==> src/crc_consts.svh <==
// Constants for the serial CRC generator and checker.
// Assumes inclusion by the CRC design file and the testbench only.
`ifndef CRC_CONSTS_SVH
`define CRC_CONSTS_SVH

`define CRC_WIDTH 16
// Feedback tap masks; bit i set means an XOR feeds register bit i.
`define CRC_TAPS_16 16'h8005
`define CRC_TAPS_16R 16'h4003
`define CRC_TAPS_16X 16'hA097
`define CRC_TAPS_12 16'h80F0
`define CRC_TAPS_8A 16'hB300
`define CRC_TAPS_8B 16'h0100
`define CRC_TAPS_CCITT 16'h1021
`define CRC_TAPS_CCITTR 16'h0811
// Preset images, right-justified polynomials keep their low bits clear.
`define CRC_PRESET_16 16'hFFFF
`define CRC_PRESET_12 16'hFFF0
`define CRC_PRESET_8 16'hFF00
`define CRC_ZERO 16'h0000
// Synchroniser depth for pin inputs.
`define CRC_SYNC_STAGES 2

`endif

==> src/crc_pkg.sv <==
// Types for the serial CRC generator and checker.
// Assumes crc_consts.svh is available on the include path.
`default_nettype none
package crc_pkg;
    typedef enum logic [2:0] {
        CRC_SEL_16,
        CRC_SEL_16R,
        CRC_SEL_16X,
        CRC_SEL_12,
        CRC_SEL_8A,
        CRC_SEL_8B,
        CRC_SEL_CCITT,
        CRC_SEL_CCITTR
    } crc_sel_t;
endpackage
`default_nettype wire

==> src/crc_sync.sv <==
// Two-stage synchroniser bank for the pin inputs of the CRC block.
// Assumes a single clock; the first stage is read by the second only.
`timescale 1ns/10ps
`default_nettype none
module crc_sync #(
    parameter int WIDTH = 8
) (
    // Clock and reset
    input wire logic mclk,
    input wire logic reset,
    // Data
    input wire logic [WIDTH-1:0] async_in,
    output logic [WIDTH-1:0] sync_out
);
    logic [WIDTH-1:0] stage1;
    logic [WIDTH-1:0] stage2;
    logic [WIDTH-1:0] next_stage1;
    logic [WIDTH-1:0] next_stage2;

    always_comb begin
        next_stage1 = async_in;
        next_stage2 = stage1;
    end

    always_ff @(posedge mclk) begin
        if (reset) begin
            stage1 <= '0;
            stage2 <= '0;
        end else begin
            stage1 <= next_stage1;
            stage2 <= next_stage2;
        end
    end

    assign sync_out = stage2;
endmodule
`default_nettype wire

==> src/crc_gen_check.sv <==
// Serial CRC generator and checker with eight selectable polynomials.
// Assumes all control pins come from outside mclk's domain.
//
// Behaviour
// Sixteen-bit register advances one bit on each falling shift clock edge.
// Three-bit select picks one of eight polynomials setting feedback taps.
// Sixteen-bit codes map to CRC-16, reverse, long, CCITT and reverse.
// Codes 3, 4, 5 select the degree-12 and two degree-8 polynomials.
// Short polynomials are right-justified so check bits exit at the top.
// Input bit XOR register top drives taps; top bit is the output.
// Low check-word enable inhibits feedback so contents shift out.
// Transmitter holds enable high over data, then low for check bits.
// Receiver clocks data and check bits in with enable held high.
// Error flag low when register all zero after final bit, else high.
// Error flag holds until next shift edge, preset or clear.
// High master clear forces the whole register to zero.
// Low preset sets all, top twelve or top eight bits per degree.
// Partner clears or presets before each new computation.
// Clear wins over preset when both are asserted.
`timescale 1ns/10ps
`default_nettype none
`include "crc_consts.svh"
module crc_gen_check
    import crc_pkg::*;
(
    // Clock and reset
    input wire logic mclk,
    input wire logic reset,
    // Serial link from the data logic
    input wire logic shift_clock_n,
    input wire logic serial_in,
    input wire logic check_word_enable,
    // Control
    input wire logic [2:0] poly_select,
    input wire logic preset_n,
    input wire logic master_clear,
    // Results
    output logic serial_out,
    output logic error_flag
);

    // ------------------------------------------------------------
    // Input synchronisation
    // ------------------------------------------------------------
    // The shift clock and the preset idle high, but the synchroniser
    // clears to zero. Both are inverted on the way in so that its reset
    // state reads as idle; otherwise the first cycles after reset would
    // show a false falling edge and a false preset.
    localparam int NSYNC = 8;
    logic [NSYNC-1:0] pins_raw;
    logic [NSYNC-1:0] pins;
    logic clk_s;
    logic clk_low_s;
    logic din_s;
    logic cwe_s;
    logic [2:0] sel_s;
    logic preset_n_s;
    logic preset_s;
    logic clear_s;

    assign pins_raw = {~shift_clock_n, serial_in, check_word_enable,
                       poly_select, ~preset_n, master_clear};

    crc_sync #(
        .WIDTH(NSYNC)
    ) u_sync (
        .mclk(mclk),
        .reset(reset),
        .async_in(pins_raw),
        .sync_out(pins)
    );

    assign {clk_low_s, din_s, cwe_s, sel_s, preset_s, clear_s} = pins;
    assign clk_s = ~clk_low_s;
    assign preset_n_s = ~preset_s;

    // ------------------------------------------------------------
    // Polynomial decode
    // ------------------------------------------------------------
    // A tap mask holds the coefficients below the top term, bit i for
    // x^i. Short polynomials sit in the upper bits, so their low bits
    // never receive feedback and the check bits still leave at bit 15.
    function automatic logic [15:0] tap_mask(input logic [2:0] sel);
        case (crc_sel_t'(sel))
            CRC_SEL_16: tap_mask = `CRC_TAPS_16;
            CRC_SEL_16R: tap_mask = `CRC_TAPS_16R;
            CRC_SEL_16X: tap_mask = `CRC_TAPS_16X;
            CRC_SEL_12: tap_mask = `CRC_TAPS_12;
            CRC_SEL_8A: tap_mask = `CRC_TAPS_8A;
            CRC_SEL_8B: tap_mask = `CRC_TAPS_8B;
            CRC_SEL_CCITT: tap_mask = `CRC_TAPS_CCITT;
            CRC_SEL_CCITTR: tap_mask = `CRC_TAPS_CCITTR;
            default: tap_mask = `CRC_TAPS_16;
        endcase
    endfunction

    function automatic logic [15:0] preset_image(input logic [2:0] sel);
        case (crc_sel_t'(sel))
            CRC_SEL_12: preset_image = `CRC_PRESET_12;
            CRC_SEL_8A: preset_image = `CRC_PRESET_8;
            CRC_SEL_8B: preset_image = `CRC_PRESET_8;
            default: preset_image = `CRC_PRESET_16;
        endcase
    endfunction

    // ------------------------------------------------------------
    // Shift register and error flag
    // ------------------------------------------------------------
    // Preset and clear are levels, so they act on every cycle they are
    // held rather than waiting for a shift edge; the synchroniser adds
    // two cycles of latency, an accepted price for metastability safety.
    logic [15:0] crc;
    logic [15:0] next_crc;
    logic clk_prev;
    logic fall;
    logic fb;
    logic next_error;
    logic next_out;

    assign fall = clk_prev & ~clk_s;

    always_comb begin
        fb = (din_s ^ crc[15]) & cwe_s;
        next_crc = crc;
        // Clear is tested first so it wins over preset, and both win over
        // a shift edge that arrives while they are held.
        if (clear_s) begin
            next_crc = `CRC_ZERO;
        end else if (!preset_n_s) begin
            next_crc = preset_image(sel_s);
        end else if (fall) begin
            // With feedback off the register is a plain shifter. R7
            next_crc = {crc[14:0], 1'b0} ^ (tap_mask(sel_s) & {16{fb}});
        end
        next_out = next_crc[15];
        next_error = (next_crc != `CRC_ZERO);
    end

    always_ff @(posedge mclk) begin
        if (reset) begin
            crc <= `CRC_ZERO;
            // The edge detector starts at the idle high level.
            clk_prev <= 1'b1;
            serial_out <= 1'b0;
            error_flag <= 1'b0;
        end else begin
            crc <= next_crc;
            clk_prev <= clk_s;
            serial_out <= next_out;
            error_flag <= next_error;
        end
    end
endmodule
`default_nettype wire

==> config.mk <==
export PLATFORM = sky130hd
export DESIGN_NAME = crc_gen_check
export DESIGN_NICKNAME = d
export VERILOG_FILES = /design/src/crc_pkg.sv /design/src/crc_sync.sv /design/src/crc_gen_check.sv
export VERILOG_INCLUDE_DIRS = /design/src
export SDC_FILE = /design/constraint.sdc
export NUM_CORES = 1
export LEC_CHECK = 0
export ABC_CLOCK_PERIOD_IN_PS = 2400
export BUFFER_PORTS_ARGS = -buffer_cell sky130_fd_sc_hd__buf_4
export CAP_MARGIN = 10
export CORE_ASPECT_RATIO = 0.75
export CORE_UTILIZATION = 59
export DETAILED_ROUTE_END_ITERATION = 7
export PLACE_DENSITY_LB_ADDON = 0.08
export SYNTH_ARGS = -nofsm -noshare
export SYNTH_HDL_FRONTEND = slang
export SYNTH_SLANG_ARGS = --single-unit
==> constraint.sdc <==
create_clock -name mclk -period 2.4 [get_ports mclk]
set_input_delay 0.48 -clock mclk [delete_from_list [all_inputs] [get_ports mclk]]
set_output_delay 0.48 -clock mclk [all_outputs]
set_load 0.05 [all_outputs]
---- Word level (Yosys, flattened, before mapping) ----
Memories as Yosys holds them, arrays and structs flattened. A register that Yosys moved wholly into a read port is not among the register bits.
Index checks and enable logic that the tools add are counted.
storage, ports and cells
  register bits ........................... 35
  bits in latches ......................... 0
  memory bits (writable) .................. 0
  memory bits (read-only) ................. 112
  bits of input ports ..................... 10
  output and inout port bits .............. 2
  logic and storage cells ................. 28
  memories ................................ 1
memory list
  memory           depth  width  read ports  clocked after Yosys merged registers in  wr ports  RTL line             text
  (no name shown)  8      14     1           1                                        0         crc_gen_check.sv:84  case (crc_sel_t'(sel))
operators by class
  add/sub/neg operators ................... 0
  multipliers ............................. 0
  divide/modulo/power cells ............... 0
  magnitude comparators ................... 0
  eq/ne operators ......................... 3
  shifts and indexed selects .............. 0
  mux-type cells .......................... 8
  bitwise logic cells ..................... 8
  reduce and logical (&&, ||, !) cells .... 2
operator list
  kind                  number
  $mux W16              6
  $and A16 B16 Y16      1
  $pmux W8 S2           1
  $reduce_bool A16 Y1   1
  $xor A16 B16 Y16      1
  $eq A3 B3 Y1 const B  2
  $eq A3 B2 Y1 const B  1
  $mux W3               1
  $not A1 Y1            3
  $and A1 B1 Y1         2
  $reduce_or A2 Y1      1
  $xor A1 B1 Y1         1

---- Longest topological paths before layout ----
Gate-level depths: netlist (run 1).
  depth after elaboration ................. 10
  depth in mapped cells ................... 9
  mapped depth without buffers ............ 6

---- Modules after synthesis ----
A second synthesis (run 1) with hierarchy kept.
second synthesis, totals
  cells, all modules ...................... 175
  area, all modules ....................... 1625.3 um^2
modules (own cells, without submodules)
  module         instances  cells an instance  area an instance (um^2)  seq. area each (um^2)
  crc_gen_check  1          142                1161.1                   360.3
  crc_sync       1          33                 464.2                    320.3

---- Least setup slack after synthesis (run 1) ----
No wires, ideal clock.
  kind .................................... flip-flop to flip-flop
  start point ............................. reg serial_out (netlist name)
  end point ............................... reg error_flag
  setup time .............................. 0.132 ns
  arrival ................................. 1.953 ns
  data required time ...................... 2.268 ns
  path slack .............................. 0.316 ns
  stages on the path, launching flop included .. 8
  buffers on the path ..................... 1
  period minus slack after synthesis ...... 2.084 ns
  cells stage by stage .................... dfxtp_1 -> xor2_1 -> buf_2 -> nand3_1 -> xor2_1 -> o221ai_1 -> a2111oi_2 -> a31oi_1
RTL lines
  item                  RTL line              text
  end signal, assigned  crc_gen_check.sv:150  error_flag <= next_error;
  end, declared         crc_gen_check.sv:39   output logic error_flag

---- Worst setup path after layout (run 1) ----
  start point ............................. reg u_sync.stage2[5] (netlist: u_sync.sync_out[5])
  end point ............................... reg error_flag
between the ends
  cells in the longest elaborated chain, start to end .. 7
ends and longest elaborated chain
  item                           RTL line              text
  start, declared                crc_sync.sv:16        logic [WIDTH-1:0] stage2;
  start signal, assigned         crc_sync.sv:31        stage2 <= next_stage2;
  $and A1 B1 Y1                  crc_gen_check.sv:123  fb = (din_s ^ crc[15]) & cwe_s;
  $and A16 B16 Y16               crc_gen_check.sv:133  next_crc = {crc[14:0], 1'b0} ^ (tap_mask(sel_s) & {16{fb}});
  $xor A16 B16 Y16               crc_gen_check.sv:133
  $mux W16                       crc_gen_check.sv:131  end else if (fall) begin
  $mux W16                       crc_gen_check.sv:129  end else if (!preset_n_s) begin
  $mux W16                       crc_gen_check.sv:127  if (clear_s) begin
  $reduce_bool A16 Y1 (no line)  -
Every way passes these cells.
A chain may end at the register's enable or synchronous reset.

==> flow_summary_export.csv, run 1 <==
group,metric,value,unit
status,outcome,"finished clean",
floorplan,fp.dieH,52.9,µm
clock_network,htree_levels,2,
route,ant_nets,0,
clock_network,clockRootBuffer,"clkbuf_8",
global_routing,antenna_found_initial,0,
timing,fin_ws,0.476,ns
placed_design,place_ws,0.518,ns
logic_synthesis,yosysMostFrequentCell,"dfxtp_1",
clock_network,clkTransAtPathRegs,0.08,ns
global_routing,grt-busiest-layer,"met2",
finish,antenna_cells,0,
finish,drive_above_1_share,11.7,%
clock_network,post-cts-setup-buffers,0,
finish,area_growth,9.88,%
global_routing,grtUsageMet3,6.48,%
route,via_per_inst,5.84,
critical_path,end_kind,"flop",
floorplan,row_count,18,
placed_design,hpwlAfterDp,2870,µm
run,cap_violations,0,
logic_synthesis,yosysUniqueCellTypes,39,
global_routing,gr-usage-all-layers,22.8,%
timing,maxSlewHeadroom,59.2,%
finish,postLayoutCoreUtil,68.1,%
worst_hold_path,worstHoldEndpoint,"u_sync.next_stage2[7]$_SDFF_PP0_",
logic_synthesis,synth_ff_type,"dfxtp_1",
logic_synthesis,postSynthCellCount,232,
timing,fin_setup_tns,0,ns
logic_synthesis,synth_fp_nets,246,
placed_design,place.gp.congestion,0.865,
clock_network,clk_latency,0.30,ns
timing,worstMarginPinSlew,0.611,ns
clock_network,cts.repair.resized,0,
clock_network,cts_tree,"yes",
timing,finalCritPeriodShare,80.2,%
timing,skew,0.00611,ns
finish,fin_nets,254,
clock_network,cts-hold-fix-buffers,0,
timing,holdWs,0.321,ns
critical_path,rr_worst_depth,6,
global_routing,globalRouteMet1Util,30.4,%
worst_hold_path,holdPathStages,2,
critical_path,crit_fanout,18,
clock_network,cts.sinks,48,
timing,final-max-slew-violation-count,0,
logic_synthesis,synth_area_per_cell,8.79,µm²
route,drc_errors,0,
worst_hold_path,hp-start,"shift_clock_n",
clock_network,cts_buffer_depth,2,
logic_synthesis,synth_warnings,0,
power,leakage,0.000907,µW
timing,layout_min_cycle_time,1.92,ns
global_routing,grt_max_degree,34,
logic_synthesis,ys_seq_area_share,47.1,%
clock_network,numCtsBuffers,5,
floorplan,start_util,62.0,%
timing,setup_viol,0,
logic_synthesis,async_flop_share,0,%
floorplan,dieArea,3700,µm²
critical_path,reg2reg_slack,0.48,ns
route,drt-total-wl,3970,µm
floorplan,core,3290,µm²
critical_path,path_class,"reg -> reg",
route,vias,1629,
critical_path,worstPathRequired,2.58,ns
timing,fmax,520,MHz
critical_path,cp_data_arrival_time,2.10,ns
global_routing,grt_pass1_wl,6310,µm
worst_hold_path,hold_path.class,"in -> reg",
power,ir_worst_vdd,0.000510,V
logic_synthesis,synthesis.area,2040,µm²
global_routing,grt_pass1_vias,1384,
logic_synthesis,ys_ff_latch,48,
critical_path,r2r-end,"error_flag$_SDFF_PP0_",
power,power.density,717,nW/µm²
route,first_pass_iters,4,
global_routing,use_met2,33.8,%
logic_synthesis,synth_common_cells,"48 x dfxtp_1, 35 x nor2_1, 13 x nand3_1",
route,wl_per_cell,14.2,µm
global_routing,grt-ovfl-total,0,
logic_synthesis,synth_area_leaders,"dfxtp_1 47%, nor2_1 6.4%, nor2b_1 3.4%, o211ai_1 3.3%, nand3_1 3.2%",
critical_path,start_kind,"flop",
logic_synthesis,synth_top_area_cell,"dfxtp_1",
floorplan,die_w,69.9,µm
route,first_iter_violations,105,
placed_design,port_buffers,11,
timing,rsz0062_at_grt,"false",
critical_path,timing.rr.start,"u_sync.sync_out[5]$_SDFF_PP0_",
timing,hold_viol_final,0,
logic_synthesis,synth_top_area_share,47.1,%
floorplan,pin_count,12,
logic_synthesis,synth-edff-count,0,
==> where the power goes <==
part           total, µW  internal (µW)  switching (µW)  leakage, µW
sequential           871            838            32.9     0.000395
combinational        193           85.8             107     0.000461
clock                542            299             243    0.0000501
==> metrics by stage <==
step	cells	area [µm²]	power [µW]
floorplan	232	2040	1030
global placement	273	2140	1070
detailed placement	273	2140	1080
CTS	279	2240	1620
global route	279	2240	1670
finish	279	2240	1610
==> worst max-delay path by stage <==
stage,endpoint,slack [ns],startpoint,cells past startpoint
after floorplan,error_flag$_SDFF_PP0_,0.32,serial_out$_SDFF_PP0_,7
after global placement,error_flag$_SDFF_PP0_,0.56,serial_out$_SDFF_PP0_,7
after detailed placement,flop,0.52,reset,6
after CTS,error_flag$_SDFF_PP0_,0.49,serial_out$_SDFF_PP0_,7
after global routing,error_flag$_SDFF_PP0_,0.30,u_sync.sync_out[5]$_SDFF_PP0_,6
final,error_flag$_SDFF_PP0_,0.48,u_sync.sync_out[5]$_SDFF_PP0_,6
==> cell type report <==
class	instances	area (µm²)
Clock buffer	5	68.8
Multi-Input combinational cell	161	980
Fill cell	275	1050
Timing Repair Buffer	16	120
Inverter	8	30.0
Sequential cell	48	961
Tap cell	40	50.0
Clock inverter	1	30.0
==> cells in the final DEF, fill, tap and decap left out, types with 8 or more instances in the layout <==
master | netlist | routed
dfxtp_1 | 48 | 48
nor2_1 | 35 | 35
buf_4 | 0 | 16
nand3_1 | 13 | 13
a21oi_1 | 11 | 11
nor2b_1 | 11 | 11
nor3_1 | 9 | 9
nand2_1 | 9 | 9
o211ai_1 | 9 | 9
inv_1 | 8 | 8
==> per-layer routing <==
layer	part of all wire [%]	vias to the layer above
met5	0	-
met4	2.2	0
met3	5.7	10
met2	45	46
met1	47	757
li1	-	816
==> worst max-delay path: stages (launching register included) <==
cell and delay, ns:
dfxtp_1 0.64, nand2_1 0.17, or4_1 0.49, nand3_1 0.14
nand3_1 0.13, nor2_1 0.13, a31oi_1 0.10
==> kinds of logic (layout without fill, tap and decap cells) <==
kind of cell,count (synthesis),in the layout,synth area share [%]
AOI/OAI and AO/OA,39,39,14.1
muxes,2,2,0.982
buffers and inverters,23,30,4.79
DFF,48,48,47.1
xor gates and xnor gates,6,6,2.58
adders and majority gates,4,4,2.46
and+or+nand+nor,110,110,27.9
(Power assumes the default switching activity.)
==> run 2: changes to the inputs <==
ABC_AREA = 1   (was not set)
ABC_CLOCK_PERIOD_IN_PS = 1700   (was 2400)
CORE_UTILIZATION = 53   (was 59)
clock period = 1.7 ns   (was 2.4 ns; I/O delays follow)
==> run 2 against run 1 <==
Critical path depth up 7. Worst setup slack worse by 0.39 ns. Worst hold slack worse by 0.15 ns. Critical path type unchanged. Register-to-register slack lost 0.39 ns. Largest power group unchanged. Final area grew 3.8%. Largest cell class is now sequential cells. Core utilization shrank 0.65 points.
==> flow_summary_export.csv, run 2 <==
group,metric,value,unit
placed_design,port_buffers,11,
placed_design,place.gp.congestion,0.785,
floorplan,start_util,58.3,%
timing,fin_ws,0.0813,ns
logic_synthesis,yosys.area_share.simple,32.9,%
logic_synthesis,ys_seq_area_share,47.8,%
clock_network,cts_tree,"yes",
power,ir_worst_vdd,0.000706,V
timing,worstMarginPinSlew,0.326,ns
logic_synthesis,synth_mux_area_share,0,%
clock_network,numCtsBuffers,5,
timing,final-max-slew-violation-count,0,
clock_network,htree_levels,2,
power,p_sw_share,24.1,%
logic_synthesis,synthesis.area,2010,µm²
global_routing,antenna_found_initial,0,
critical_path,r2r-end,"error_flag$_SDFF_PP0_",
worst_hold_path,hold_path.class,"in -> reg",
critical_path,crit_fanout,7,
run,cap_violations,0,
floorplan,fp.dieH,55.3,µm
logic_synthesis,synth_fp_nets,294,
critical_path,end_kind,"flop",
clock_network,clockRootBuffer,"clkbuf_8",
critical_path,crit_path_end,"error_flag$_SDFF_PP0_",
finish,register_area,966,µm²
timing,setup_viol,0,
clock_network,cts_buffer_depth,2,
global_routing,grt_pass1_wl,6680,µm
timing,layout_min_cycle_time,1.62,ns
finish,n_fill_cell,309,
global_routing,grt_pass1_vias,1527,
critical_path,cp_common_cell,"nand2_1",
floorplan,die_w,73.1,µm
critical_path,path_class,"reg -> reg",
finish,drive_above_1_share,15.0,%
route,drc_errors,0,
finish,fin_nets,314,
floorplan,dieArea,4040,µm²
power,p_switching,554,µW
finish,postLayoutCoreUtil,67.5,%
logic_synthesis,synth_common_cells,"75 x nand2_1, 48 x dfxtp_1, 46 x nor2_1, 40 x inv_1, 21 x nand3_1",
critical_path,cp_cell_sequence,"nand2_4 > nand2_4 > nor2_4 > buf_4 > nand3_1 > nand3_1 > nand2_1 > nand2_1 > nand2_1 > nor2_1 > nand2_1 > nor2_1 > nor2_1",
finish,area_growth,15.7,%
logic_synthesis,synth_area_per_cell,7.18,µm²
logic_synthesis,yosysUniqueCellTypes,23,
critical_path,cp.depth,13,
critical_path,reg2reg_slack,0.08,ns
logic_synthesis,synth_warnings,0,
critical_path,cp_data_arrival_time,1.82,ns
route,via_per_inst,4.76,
global_routing,gr-usage-all-layers,22.1,%
route,vias,1670,
critical_path,slowest_delay,0.37,ns
power,seqPwrFrac,52.8,%
clock_network,clk_latency,0.30,ns
logic_synthesis,synth-edff-count,0,
route,first_pass_iters,4,
logic_synthesis,synth_compound_area_share,6.23,%
clock_network,clkTransAtPathRegs,0.08,ns
floorplan,pin_count,12,
floorplan,core,3450,µm²
floorplan,row_count,18,
timing,fmax,618,MHz
logic_synthesis,yosys.area_share.adder,2.49,%
logic_synthesis,postSynthCellCount,280,
critical_path,worstPathRequired,1.90,ns
power,internal-power,1750,µW
logic_synthesis,synth_top_area_share,47.8,%
route,first_iter_violations,123,
route,ant_nets,0,
critical_path,rr_worst_depth,13,
critical_path,slowest_stage,"dfxtp_4",
timing,hold_viol_final,0,
route,drt-total-wl,3960,µm
critical_path,timing.rr.start,"serial_out$_SDFF_PP0_",
timing,finalCritPeriodShare,95.2,%
critical_path,cp_top_family,"simple AND/OR/NAND/NOR gates",
route,wl_per_cell,11.3,µm
power,leakage,0.00116,µW
critical_path,start_kind,"flop",
placed_design,place_ws,0.0551,ns
critical_path,path_buf_inv,1,
logic_synthesis,synth_top_family_by_area,"simple AND/OR/NAND/NOR gates",
finish,finalInstanceArea,2320,µm²
clock_network,cts.sinks,48,
finish,mostFrequentLayoutCells,"73 x nand2_1, 46 x nor2_1, 46 x dfxtp_1, 40 x inv_1, 21 x nand3_1",
finish,multiInputGateArea,851,µm²
logic_synthesis,async_flop_share,0,%
status,outcome,"finished clean",
placed_design,hpwlAfterDp,2730,µm
logic_synthesis,yosysMostFrequentCell,"nand2_1",
logic_synthesis,synth_top_area_cell,"dfxtp_1",
global_routing,grt-ovfl-total,0,
finish,antenna_cells,0,
power,power.density,989,nW/µm²
placed_design,dpl_cell_area,2150,µm²
timing,skew,0.00308,ns
logic_synthesis,synth_ff_type,"dfxtp_1",
logic_synthesis,ys_ff_latch,48,
power,p_comb_share,9.9,%
global_routing,grt_max_degree,19,
power,p_clk_share,37.3,%
timing,rsz0062_at_grt,"true",
timing,maxSlewHeadroom,78.2,%
logic_synthesis,synth_xor_area_share,0,%
finish,final_common_cell,"nand2_1",
logic_synthesis,synth_area_leaders,"dfxtp_1 48%, nand2_1 14%, nor2_1 8.6%, inv_1 7.5%, nand3_1 5.2%",
critical_path,crit_start,"serial_out$_SDFF_PP0_",
run 2: changes by cell type after synthesis, moves of 8 or more:
cell / delta
nand2_1: +66
inv_1: +32
nor2_1: +11
nor2b_1: -11
nand3_1: +8
nor3_1: -8
o211ai_1: -8
run 2: power groups by stage:
stage / logic, µW / registers, µW / clock network (µW)
2_1_floorplan: 153 / 1240 / 0
3_3_place_gp: 221 / 1240 / 0
3_5_place_dp: 222 / 1240 / 0
4_1_cts: 224 / 1210 / 872
5_1_grt: 262 / 1220 / 924
6_report: 227 / 1210 / 858
run 2: repair_timing:
action,CTS,global route
endpoints found under the hold margin,0,0
setup endpoints to repair,0,1
buffers inserted,0,3
gates resized for setup,0,7
hold buffers,0,0
run 2: stage by stage:
stage          std cells  hold WS, ns  total power (µW)  setup TNS [ns]
2_1_floorplan        280        0.377              1390               0
3_3_place_gp         339        0.387              1460               0
3_5_place_dp         339        0.394              1460               0
4_1_cts              347        0.162              2310               0
5_1_grt              351        0.158              2410          -0.129
6_report             351        0.174              2300               0
run 2: layout make-up:
| cell class | count | share of cell area, % |
|---|---|---|
| clock buffers | 6 | 3.55 |
| clock inverters | 2 | 1.67 |
| inverters | 42 | 6.78 |
| multi-input cells | 181 | 36.6 |
| flip-flops and latches | 48 | 41.6 |
| well taps | 50 | 2.69 |
| repair buffers | 22 | 7.16 |
run 2: worst reg2reg max path: stages (launching register included):
cell and delay (ns):
dfxtp_4 0.37, nand2_4 0.08, nand2_4 0.05, nor2_4 0.20
buf_4 0.19, nand3_1 0.07, nand3_1 0.08, nand2_1 0.05
nand2_1 0.07, nand2_1 0.07, nor2_1 0.10, nand2_1 0.06
nor2_1 0.08, nor2_1 0.04
run 2: logic make-up (layout without fill, tap and decap cells):
group,Yosys count,in the layout
and+or+nand+nor,155,155
adders and majority gates,4,4
DFF,48,48
buffers and inverters,51,72
AOI/OAI and AO/OA,22,22
run 2: per-layer routing:
layer | global-route usage (%) | up-vias | wire, µm | part of all wire, %
met1 | 30.2 | 742 | 1960 | 50
met4 | 7.56 | 0 | 39 | 0.98
li1 | - | 887 | - | -
met5 | 0 | - | 0 | 0
met3 | 7.48 | 5 | 225 | 5.7
met2 | 32.5 | 36 | 1740 | 44
run 2: worst min path at each step:
stage / end / slack (ns) / depth (start not counted) / startpoint
floorplan: clk_prev$_SDFF_PP1_ / 0.38 / 1 / u_sync.sync_out[7]$_SDFF_PP0_
global placement: clk_prev$_SDFF_PP1_ / 0.39 / 1 / u_sync.sync_out[7]$_SDFF_PP0_
detailed placement: clk_prev$_SDFF_PP1_ / 0.39 / 1 / u_sync.sync_out[7]$_SDFF_PP0_
CTS: u_sync.next_stage2[1]$_SDFF_PP0_ / 0.16 / 2 / preset_n
global route: u_sync.next_stage2[1]$_SDFF_PP0_ / 0.16 / 2 / preset_n
finish: u_sync.next_stage2[1]$_SDFF_PP0_ / 0.17 / 2 / preset_n
